[src/verilog/ucte_consts.svh]
// constants of the serial channel: register map, field positions, reset values
`ifndef UCTE_CONSTS_SVH
`define UCTE_CONSTS_SVH
// ------------------------------------------------------------
// register byte addresses
// ------------------------------------------------------------
`define UCTE_ADDR_MODE 8'h00
`define UCTE_ADDR_BAUD 8'h04
`define UCTE_ADDR_TXBUF 8'h08
`define UCTE_ADDR_RXBUF 8'h0c
`define UCTE_ADDR_ERRST 8'h10
`define UCTE_ADDR_TXST 8'h14
// ------------------------------------------------------------
// mode_control fields
// ------------------------------------------------------------
`define UCTE_MODE_POWER 7
`define UCTE_MODE_TXEN 6
`define UCTE_MODE_RXEN 5
`define UCTE_MODE_PS_HI 4
`define UCTE_MODE_PS_LO 3
`define UCTE_MODE_CL 2
`define UCTE_MODE_SL 1
`define UCTE_MODE_MERGE 0
`define UCTE_PAR_NONE 2'h0
`define UCTE_PAR_ZERO 2'h1
`define UCTE_PAR_ODD 2'h2
`define UCTE_PAR_EVEN 2'h3
// ------------------------------------------------------------
// status fields, reset values, counts
// ------------------------------------------------------------
`define UCTE_TXST_FULL 1
`define UCTE_TXST_BUSY 0
`define UCTE_ERR_OVR 0
`define UCTE_ERR_PAR 1
`define UCTE_ERR_FRM 2
`define UCTE_MODE_RESET 8'h01
`define UCTE_BAUD_RESET 8'hff
`define UCTE_RXBUF_RESET 8'hff
`define UCTE_BAUD_MIN 8'h04
`define UCTE_LEN7 4'h7
`define UCTE_LEN8 4'h8
`define UCTE_RXS_W 4'ha
`define UCTE_IDLE_LINE 12'hfff
`endif

[src/verilog/ucte_pkg.sv]
// types of the serial channel
package ucte_pkg;
  typedef enum logic [0:0] {UCTE_TX_IDLE, UCTE_TX_SHIFT} ucte_tx_type;
  typedef enum logic [1:0] {UCTE_RX_IDLE, UCTE_RX_START, UCTE_RX_DATA} ucte_rx_type;
  typedef struct packed {
    logic [7:0] mode;
    logic [7:0] baud;
    logic [7:0] txbuf;
    logic buf_full;
    logic xfer_clr;
    ucte_tx_type tx_st;
    logic [11:0] txs;
    logic [3:0] tx_bits;
    logic [7:0] tx_cnt;
    logic tx_half;
    logic tx_done;
    ucte_rx_type rx_st;
    logic s1;
    logic s2;
    logic prev;
    logic [7:0] rx_cnt;
    logic rx_half;
    logic [3:0] rx_bits;
    logic [9:0] rxs;
    logic [7:0] rxbuf;
    logic rx_full;
    logic [2:0] err;
    logic rx_done;
    logic rx_err;
    logic [31:0] prdata;
  } ucte_state_type;
endpackage

[src/verilog/ucte_top.sv]
// serial channel: transmit buffering, receive path, reception errors, apb registers
// Summary of operation
// [RULE1] buffer accepts next byte once shifter starts the previous one
// [RULE2] transmit_status bit 1 is buffer full: 1 forbids writing
// [RULE3] transmit_status bit 0 is shifter busy while a frame goes out
// [RULE4] back-to-back flags pass 10, 11, then 01
// [RULE5] software checks only buffer full before writing next byte
// [RULE6] software waits for done and busy 0 before reinitialising
// [RULE7] for lin traffic software writes only when transmit_status is zero
// [RULE8] receiver samples only with power and receive enable set
// [RULE9] falling edge starts counter; start accepted if still low at half bit
// [RULE10] bits shifted at baud; on stop, done event and buffer copy
// [RULE11] overrun leaves receive buffer unchanged
// [RULE12] parity mismatch finishes the frame, error reported at end
// [RULE13] only one stop bit is checked
// [RULE14] parity error when received parity disagrees with configured type; the code checks only odd and even, not zero
// [RULE15] framing error when stop bit sample is low
// [RULE16] overrun when frame ends before previous byte was read
// [RULE17] any error at frame end issues an error event
// [RULE18] merge bit 0 routes errors to error line, 1 to done line
// [RULE19] reading rx_error_status clears its flags
// [RULE20] software reads error status, then receive buffer
// [RULE21] transmit done raised right after the last stop bit
// [RULE22] overrun, parity, framing at bits 0, 1, 2 of error status
// [RULE23] buffered byte starts with no idle gap, then full clears
`include "ucte_consts.svh"

module ucte_top import ucte_pkg::*; (
  input wire logic pclk,
  input wire logic presetn,
  input wire logic psel,
  input wire logic penable,
  input wire logic pwrite,
  input wire logic [7:0] paddr,
  input wire logic [31:0] pwdata,
  output logic [31:0] prdata,
  output logic pready,
  output logic pslverr,
  input wire logic serial_in,
  output logic serial_out,
  output logic tx_done_irq,
  output logic rx_done_irq,
  output logic rx_error_irq
);

  // ------------------------------------------------------------
  // helper functions
  // ------------------------------------------------------------
  // register decode, used only by the error answer (pslverr)
  function automatic logic addr_hit(input logic [7:0] a);
    return a == `UCTE_ADDR_MODE || a == `UCTE_ADDR_BAUD || a == `UCTE_ADDR_TXBUF ||
           a == `UCTE_ADDR_RXBUF || a == `UCTE_ADDR_ERRST || a == `UCTE_ADDR_TXST;
  endfunction

  // parity bit for a character, shared by both directions
  function automatic logic par_bit(input logic [7:0] d, input logic len8, input logic odd);
    logic [7:0] m;
    m = len8 ? d : {1'b0, d[6:0]};
    return (^m) ^ odd;
  endfunction

  // baud counter advance: {half, cnt}
  function automatic logic [8:0] adv(input logic [7:0] cnt, input logic half, input logic [7:0] k);
    if (cnt == k - 8'h01)
      return {~half, 8'h00};
    return {half, cnt + 8'h01};
  endfunction

  // start bit, character, parity, ones above for stop and idle
  function automatic logic [11:0] build_frame(input logic [7:0] d, input logic len8, input logic pp,
                                              input logic pv);
    logic [11:0] v;
    v = `UCTE_IDLE_LINE;
    v[0] = 1'b0;
    for (int i = 0; i < 8; i++) begin
      if (i < 7 || len8)
        v[i + 1] = d[i];
    end
    if (pp)
      v[len8 ? 9 : 8] = pv;
    return v;
  endfunction

  // ------------------------------------------------------------
  // state and decode
  // ------------------------------------------------------------
  localparam ucte_state_type RST = '{mode: `UCTE_MODE_RESET, baud: `UCTE_BAUD_RESET,
    txs: `UCTE_IDLE_LINE, rxbuf: `UCTE_RXBUF_RESET, s1: 1'b1, s2: 1'b1, prev: 1'b1,
    tx_st: UCTE_TX_IDLE, rx_st: UCTE_RX_IDLE, default: '0};

  ucte_state_type state_r;
  ucte_state_type state_nxt;
  logic acc, wr, rd, tx_on, rx_on, len8, pp, pv, podd, merge;
  logic [7:0] k;
  logic [1:0] ps;
  logic [3:0] nch, nrx, nd;
  logic tx_end, rx_half_end, rx_end, frame_end, load, any_err;
  logic [9:0] aligned;
  logic [7:0] rx_char;
  logic [2:0] new_err;
  logic [8:0] tx_adv, rx_adv;

  // apb qualifiers and mode fields
  assign acc = psel & penable;
  assign wr = acc & pwrite;
  assign rd = acc & ~pwrite;
  assign tx_on = state_r.mode[`UCTE_MODE_POWER] & state_r.mode[`UCTE_MODE_TXEN];
  assign rx_on = state_r.mode[`UCTE_MODE_POWER] & state_r.mode[`UCTE_MODE_RXEN]; // RULE8
  assign len8 = state_r.mode[`UCTE_MODE_CL];
  assign ps = {state_r.mode[`UCTE_MODE_PS_HI], state_r.mode[`UCTE_MODE_PS_LO]};
  assign pp = ps != `UCTE_PAR_NONE;
  assign podd = ps == `UCTE_PAR_ODD;
  assign pv = (ps == `UCTE_PAR_ZERO) ? 1'b0 : par_bit(state_r.txbuf, len8, podd);
  assign merge = state_r.mode[`UCTE_MODE_MERGE];
  assign k = (state_r.baud < `UCTE_BAUD_MIN) ? `UCTE_BAUD_MIN : state_r.baud;
  assign nch = len8 ? `UCTE_LEN8 : `UCTE_LEN7;
  assign nd = nch + {3'h0, pp};
  assign nrx = nd + 4'h1; // RULE13

  // bit period ends and buffer hand-over
  assign tx_adv = adv(state_r.tx_cnt, state_r.tx_half, k);
  assign rx_adv = adv(state_r.rx_cnt, state_r.rx_half, k);
  assign tx_end = state_r.tx_half && state_r.tx_cnt == k - 8'h01;
  assign rx_end = state_r.rx_half && state_r.rx_cnt == k - 8'h01;
  assign rx_half_end = !state_r.rx_half && state_r.rx_cnt == k - 8'h01;
  assign load = state_r.buf_full && !state_r.xfer_clr &&
                (state_r.tx_st == UCTE_TX_IDLE || (tx_end && state_r.tx_bits == 4'h1)); // RULE1 RULE23

  // received character, parity and errors at the stop sample
  assign frame_end = rx_on && state_r.rx_st == UCTE_RX_DATA && rx_end && state_r.rx_bits == 4'h1; // RULE10 RULE13
  assign aligned = state_r.rxs >> (`UCTE_RXS_W - nd);
  assign rx_char = len8 ? aligned[7:0] : {1'b0, aligned[6:0]};
  always_comb begin
    new_err = 3'h0;
    new_err[`UCTE_ERR_OVR] = state_r.rx_full; // RULE16 RULE22
    new_err[`UCTE_ERR_PAR] = (ps == `UCTE_PAR_ODD || ps == `UCTE_PAR_EVEN) &&
                             aligned[nch] != par_bit(rx_char, len8, podd); // RULE14 RULE12
    new_err[`UCTE_ERR_FRM] = ~state_r.s2; // RULE15
  end
  assign any_err = |new_err;

  // ------------------------------------------------------------
  // next state
  // ------------------------------------------------------------
  always_comb begin
    state_nxt = state_r;
    state_nxt.tx_done = 1'b0;
    state_nxt.rx_done = 1'b0;
    state_nxt.rx_err = 1'b0;
    // input synchroniser and edge history
    state_nxt.s1 = serial_in;
    state_nxt.s2 = state_r.s1;
    state_nxt.prev = state_r.s2;

    // register writes
    if (wr) begin
      unique case (paddr)
        `UCTE_ADDR_MODE: state_nxt.mode = pwdata[7:0];
        `UCTE_ADDR_BAUD: state_nxt.baud = pwdata[7:0];
        `UCTE_ADDR_TXBUF: begin
          if (tx_on && !state_r.buf_full) begin // RULE2
            state_nxt.txbuf = pwdata[7:0];
            state_nxt.buf_full = 1'b1;
          end
        end
        default: ;
      endcase
    end

    // transmitter
    if (state_r.xfer_clr) begin
      state_nxt.buf_full = 1'b0; // RULE4
      state_nxt.xfer_clr = 1'b0;
    end
    if (state_r.tx_st == UCTE_TX_SHIFT) begin
      {state_nxt.tx_half, state_nxt.tx_cnt} = tx_adv;
      if (tx_end) begin
        if (state_r.tx_bits == 4'h1) begin
          state_nxt.tx_done = 1'b1; // RULE21
          state_nxt.tx_st = UCTE_TX_IDLE;
          state_nxt.txs = `UCTE_IDLE_LINE;
        end else begin
          state_nxt.txs = {1'b1, state_r.txs[11:1]};
          state_nxt.tx_bits = state_r.tx_bits - 4'h1;
        end
      end
    end
    if (load) begin
      state_nxt.txs = build_frame(state_r.txbuf, len8, pp, pv); // RULE23
      state_nxt.tx_bits = nd + 4'h2 + {3'h0, state_r.mode[`UCTE_MODE_SL]};
      state_nxt.tx_st = UCTE_TX_SHIFT; // RULE3
      state_nxt.tx_cnt = 8'h00;
      state_nxt.tx_half = 1'b0;
      state_nxt.xfer_clr = 1'b1; // RULE4
    end
    if (!tx_on) begin
      state_nxt.tx_st = UCTE_TX_IDLE;
      state_nxt.txs = `UCTE_IDLE_LINE;
      state_nxt.buf_full = 1'b0;
      state_nxt.xfer_clr = 1'b0;
    end

    // receiver
    unique case (state_r.rx_st)
      UCTE_RX_IDLE: begin
        if (state_r.prev && !state_r.s2) begin // RULE9
          state_nxt.rx_st = UCTE_RX_START;
          state_nxt.rx_cnt = 8'h00;
          state_nxt.rx_half = 1'b0;
        end
      end
      UCTE_RX_START: begin
        {state_nxt.rx_half, state_nxt.rx_cnt} = rx_adv;
        if (rx_half_end) begin
          state_nxt.rx_half = 1'b0;
          state_nxt.rx_bits = nrx;
          state_nxt.rx_st = state_r.s2 ? UCTE_RX_IDLE : UCTE_RX_DATA; // RULE9
        end
      end
      UCTE_RX_DATA: begin
        {state_nxt.rx_half, state_nxt.rx_cnt} = rx_adv;
        if (frame_end) begin
          state_nxt.rx_st = UCTE_RX_IDLE;
          state_nxt.rx_full = 1'b1;
          if (!state_r.rx_full)
            state_nxt.rxbuf = rx_char; // RULE10 RULE11
          state_nxt.rx_done = merge | ~any_err; // RULE18
          state_nxt.rx_err = any_err & ~merge; // RULE17 RULE18
        end else if (rx_end) begin
          state_nxt.rxs = {state_r.s2, state_r.rxs[9:1]}; // RULE10
          state_nxt.rx_bits = state_r.rx_bits - 4'h1;
        end
      end
    endcase
    if (!rx_on)
      state_nxt.rx_st = UCTE_RX_IDLE; // RULE8

    // read side effects; a flag set in the same cycle survives
    if (rd && paddr == `UCTE_ADDR_ERRST)
      state_nxt.err = state_r.err & ~state_r.prdata[2:0]; // RULE19
    if (rd && paddr == `UCTE_ADDR_RXBUF && !state_r.rx_done && !state_r.rx_err)
      state_nxt.rx_full = frame_end;
    if (frame_end)
      state_nxt.err = state_nxt.err | new_err; // RULE17

    // read data captured in the setup cycle
    state_nxt.prdata = 32'h0000_0000;
    if (psel && !penable && !pwrite) begin
      unique case (paddr)
        `UCTE_ADDR_MODE: state_nxt.prdata[7:0] = state_r.mode;
        `UCTE_ADDR_BAUD: state_nxt.prdata[7:0] = state_r.baud;
        `UCTE_ADDR_TXBUF: state_nxt.prdata[7:0] = state_r.txbuf;
        `UCTE_ADDR_RXBUF: state_nxt.prdata[7:0] = state_r.rxbuf;
        `UCTE_ADDR_ERRST: state_nxt.prdata[2:0] = state_r.err; // RULE22
        `UCTE_ADDR_TXST: begin
          state_nxt.prdata[`UCTE_TXST_FULL] = state_r.buf_full; // RULE2
          state_nxt.prdata[`UCTE_TXST_BUSY] = state_r.tx_st == UCTE_TX_SHIFT; // RULE3
        end
        default: ;
      endcase
    end
  end

  // state register
  always_ff @(posedge pclk or negedge presetn) begin
    if (!presetn)
      state_r <= RST;
    else
      state_r <= state_nxt;
  end

  // ------------------------------------------------------------
  // outputs
  // ------------------------------------------------------------
  assign prdata = state_r.prdata;
  assign pready = 1'b1;
  assign pslverr = acc & ~addr_hit(paddr);
  assign serial_out = state_r.txs[0];
  assign tx_done_irq = state_r.tx_done;
  assign rx_done_irq = state_r.rx_done;
  assign rx_error_irq = state_r.rx_err;

  // ------------------------------------------------------------
  // assertions
  // ------------------------------------------------------------
  logic busy;
  assign busy = state_r.tx_st == UCTE_TX_SHIFT;
endmodule // ucte_top

[config.mk]
export PLATFORM = sky130hd
export DESIGN_NAME = ucte_top
export DESIGN_NICKNAME = d
export VERILOG_FILES = /design/src/verilog/ucte_pkg.sv /design/src/verilog/ucte_top.sv
export VERILOG_INCLUDE_DIRS = /design/src /design/src/verilog
export SDC_FILE = /design/constraint.sdc
export NUM_CORES = 1
export LEC_CHECK = 0
export BUFFER_PORTS_ARGS = -buffer_cell sky130_fd_sc_hd__buf_4
export CAP_MARGIN = 20
export CORE_UTILIZATION = 45
export DETAILED_ROUTE_END_ITERATION = 10
export PLACE_DENSITY = 0.62
export SKIP_CTS_REPAIR_TIMING = 1
export SYNTH_ARGS = -nofsm -noshare
export SYNTH_HDL_FRONTEND = slang
export SYNTH_SLANG_ARGS = --single-unit
[constraint.sdc]
create_clock -name pclk -period 9.75 [get_ports pclk]
set_input_delay 1.95 -clock pclk [delete_from_list [all_inputs] [get_ports pclk]]
set_output_delay 1.95 -clock pclk [all_outputs]
set_load 0.02 [all_outputs]
# After elaboration in Yosys (flattened, before gate mapping)
# Index checks and enable logic that the tools add are counted.
# totals
mem_bits_ro,0
n_memories,0
input_bits,46
regBits,103
mem_bits_rw,0
elab_cells,213
latchBits,0
# classes
addsub,10
magnitude_cmp,4
n_shift,1
n_eq_ne,28
div_mod_pow,0
n_reduce_logical,58
mul,0
mux,64
bitwise,23
# ops
operator,count
$mux 27,2
$mux 9,5
$mux 8,5
$mux 14,2
$pmux 9 s3,1
$mux 1,24
$pmux 5 s4,1
$logic_and 1x1->1,19
$reduce_and 3->1,6
$mux 17,1
$add 8x1->8 const B,2
$eq 8x4->1 const B,2
$eq 8x5->1 const B,2
$eq 8x8->1,2
$mux 2,8
$reduce_xor 8->1,2
$mux 15,1
$reduce_bool 2->1,7
$bwmux 12,1
$mux 12,1
$ne 3x3->1 const B,4
$pmux 2 s6,1
$mux 11,1
$lt 4x5->1 const B,2
other kinds (39),86

# Longest topological paths before layout
# logic_depth
ltp_word,15
mapped_depth,18
ltp_nobuf,16

# Worst setup path before layout
# Ideal clock, no wire load.
# synth_timing
kind,register -> register
start,register state_r[117] in the netlist's numbering
end,register state_r[47] in the netlist's numbering
path_stages_with_launch,18
t_arrival_ns,4.928
setup_time_ns,0.125
path_slack_ns,4.698
synth_period_minus_slack_ns,5.052
n_path_buf,3
path_cell_list,dfstp_2 clkbuf_1 or4_1 o21ai_1 ha_1 or3b_1 nor3_1 o21a_1 o2111ai_1 or4_1 inv_1 ha_1 nand2_1 or4_1 clkbuf_1 nand3_1 clkbuf_1 mux2_2
# synth_via
elab_chain_cells,9
# synth_lines
item,line_no,text
from (decl),ucte_top.sv:91,ucte_state_type state_r;
from (signal assigned),ucte_top.sv:269,state_r <= state_nxt;
$lt 8x3->1 (no line),-,
$mux 8 (*),ucte_top.sv:115,assign k = (state_r.baud < `UCTE_BAUD_MIN) ? `UCTE_BAUD_MIN : state_r.baud;
$sub 8x1->8 (*),ucte_top.sv:124,assign rx_end = state_r.rx_half && state_r.rx_cnt == k - 8'h01;
$eq 8x8->1 (*),ucte_top.sv:124,
$logic_and 1x1->1 (*),ucte_top.sv:124,
$logic_and 1x1->1 (2 in a row),ucte_top.sv:130,assign frame_end = rx_on && state_r.rx_st == UCTE_RX_DATA && rx_end && state_r.rx_bits == 4'h1;
$not 1->1 (no line),-,
$reduce_and 3->1 (no line) (*),-,
# Every way passes the cells marked *; elsewhere a longest branch is shown, timed or not.
# A chain may end at the register's enable or synchronous reset.

# Worst setup path in the final report
# Ends and elaborated chain as after synthesis.

==> results_dict.tcl <==
set metrics [dict create \
    required_ns 9.99 \
    setup_viol 0 \
    gp_congestion 0.882 \
    reg2regPathDepth 14 \
    port_buffers 34 \
    peakVddDrop_mv 0.0880 \
    rsz0062_at_grt "false" \
    holdPathStages 0 \
    avgRoutedWirePerCell_um 16.7 \
    finalSetupTns_ns 0 \
    drc 0 \
    ios 84 \
    grt_pass1_wl_mm 23.2 \
    yosysUniqueCellTypes 63 \
    die_x_um 120 \
    cp_common_cell "or4_1" \
    clk_pin_slew_ns 0.06 \
    antenna_found_initial 0 \
    crit_chain "or4_1, o21ai_1, ha_1, or3b_1, nor3_1, o21a_1, o2111ai_1, or4_1, inv_1, ha_1, nand2_1, or4_1, nand3_1, mux2_2" \
    syn_area_mm2 0.00629 \
    ys_seq_area_share_pct 41.6 \
    syn_avg_cell_area_um2 9.92 \
    period_share_pct 56.0 \
    root_buffer "clkbuf_16" \
    htreeDepth 3 \
    dp_cells 813 \
    overflow 0 \
    dieArea_mm2 0.0145 \
    core_mm2 0.0135 \
    start_util_pct 46.7 \
    synth_top_area_cell "dfrtp_1" \
    yosysTopAreaCellShare_pct 28.3 \
    fin_nets 716 \
    vias 4700 \
    status "finished clean" \
    synthTopCellsByCount "dfrtp_1, nor2_1, nand2_1, mux2_2" \
    fp.dieH_um 120 \
    fillers 1222 \
    synthCells 634 \
    firstDrtPassIters 5 \
    first_global_vias 4618 \
    cap_violations 0 \
    cts.path.max_buffers 2 \
    async_flop_share_pct 100 \
    rows 42 \
    start_kind "flip-flop" \
    grt_usage_pct 20.7 \
    hold_viol 0 \
    final.min_clock_period_ns 5.46 \
    via_per_inst 5.66 \
    crit_path_max_fanout 16 \
    drive_gt1_share_pct 22.0 \
    yosys_register_bits 103 \
    drtIter0Drc 269 \
    slowest_delay_ns 0.64 \
    drv_slew 0 \
    cp_top_family "simple AND/OR/NAND/NOR gates" \
    grt_max_degree 79 \
    power_density_mw_per_mm2 121 \
    p_leak_nw 2.98 \
    finalWirelength_mm 13.9 \
    cp_num_cells 14 \
    antenna_left 0 \
    hpwl_mm 10.3 \
    areaGrowthSynthToFinish_pct 8.26 \
    cts_made_buffers 9 \
    synth_edf_count 0 \
    worstSetupPathType "reg2reg" \
    ys_warn_count 0 \
    cts.sinks 103 \
    cp-end-kind "flip-flop" \
    max_slew.worst_pin.slew_ns 0.962 \
    ys_top_cells_by_area "dfrtp_1, dfstp_2, mux2_2, buf_4, ha_1" \
    diodes 0 \
    cpMaxStageDelayCell "or4_1" \
    ys.flop_type "dfrtp_1" \
    final_cells 831 \
    cts_tree "done" \
    fin_skew_ns 0.00734 \
    timing.fmax_mhz 183 \
    arrival_ns 5.69 \
    worst-path-buf-inv 1 \
    min_path_type "reg2reg" \
    clock_latency_ns 0.35 \
    synth.most_common_cell "dfrtp_1" \
    max_slew_margin_pct 35.6 \
]
## kinds of logic (layout without fill, tap and decap cells)
logic type / Yosys count / count (layout) / synth area share [%]
XOR/XNOR: 30 / 30 / 5.05
buffers and inverters: 79 / 77 / 6.86
flip-flops: 103 / 103 / 41.6
other: 2 / 25 / 0.119
AND/OR/NAND/NOR: 192 / 192 / 14.7
AO/OA/AOI/OAI: 146 / 146 / 15.9
adder cells (fa/ha/maj): 20 / 20 / 3.98
multiplexers: 62 / 62 / 11.7
## area by class of cell
class                      instances  area (µm²)  share of cell area (%)
inverter                          23        86.3                    1.27
sequential                       103        2620                    38.4
timing repair buffer              38         285                    4.19
clock inverter                     1        5.00                  0.0735
tap                              176         220                    3.23
multi-input combinational        475        3330                    48.9
clock buffer                      15         268                    3.93
## stage by stage
stage	hold WS [ns]	area [µm²]	util, %	power, mW	setup slack (ns)
final	0.358	6810	50.6	0.823	4.29
after detailed placement	0.347	6520	48.5	0.491	4.26
after global placement	0.347	6520	48.5	0.490	4.33
after global routing	0.365	6810	50.6	0.857	3.84
after CTS	0.360	6790	50.5	0.834	4.23
after floorplan	0.345	6370	-	0.475	4.70
## state kept, by name (all words and copies together) (netlist names)
name          flops
rx_error_irq      1
serial_out        1
busy              1
ps                2
new_err           1
state_nxt         2
len8              1
state_r          83
merge             1
tx_done_irq       1
rx_done_irq       1
prdata            8
## final timing paths
kind / end / slack [ns] / startpoint
worst max-delay path: state_r[47]$_DFFE_PN0P_ / 4.29 / state_r[117]$_DFFE_PN1P_
worst min-delay path: state_nxt[69]$_DFF_PN1_ / 0.36 / state_nxt[70]$_DFF_PN1_
worst max register to register: state_r[47]$_DFFE_PN0P_ / 4.29 / state_r[117]$_DFFE_PN1P_
worst min register to register: state_nxt[69]$_DFF_PN1_ / 0.36 / state_nxt[70]$_DFF_PN1_
max in group asynchronous: tx_done_irq$_DFF_PN0_ / 6.99 / presetn
min in group asynchronous: state_r[73]$_DFFE_PN0P_ / 1.49 / presetn
## placed cells by master (no fill, tap or decap), types with 6 or more instances in the layout
| cell | synthesis | layout |
|---|---|---|
| a21oi_1 | 34 | 34 |
| a222oi_1 | 6 | 6 |
| a22o_1 | 7 | 7 |
| a31oi_1 | 12 | 12 |
| and2_1 | 8 | 8 |
| and3_1 | 7 | 7 |
| buf_4 | 34 | 37 |
| clkbuf_16 | 0 | 9 |
| conb_1 | 2 | 25 |
| dfrtp_1 | 71 | 71 |
| dfstp_2 | 32 | 32 |
| ha_1 | 20 | 20 |
| inv_1 | 22 | 22 |
| mux2_2 | 44 | 44 |
| mux2i_1 | 13 | 13 |
| nand2_1 | 51 | 51 |
| nand2b_1 | 9 | 9 |
| nand3_1 | 14 | 14 |
| nor2_1 | 57 | 57 |
| nor3_1 | 15 | 15 |
| o21ai_0 | 31 | 31 |
| o21ai_1 | 12 | 12 |
| o31ai_1 | 9 | 9 |
| xnor2_1 | 18 | 18 |
| xor2_1 | 8 | 8 |
## metal layers
metal  vias up  global-route usage, %  wire length [µm]
met2       120                   33.4              6540
li1       2253                      -                 -
met4         0                   6.33               228
met1      2313                   27.0              6430
met3        14                   5.47               662
met5         -                      0                 0
## where the power goes
group	internal, mW	switching (mW)
clock	0.187	0.153
sequential	0.431	0.00293
combinational	0.0147	0.0345
No activity file was read; power rests on OpenSTA's default activity.
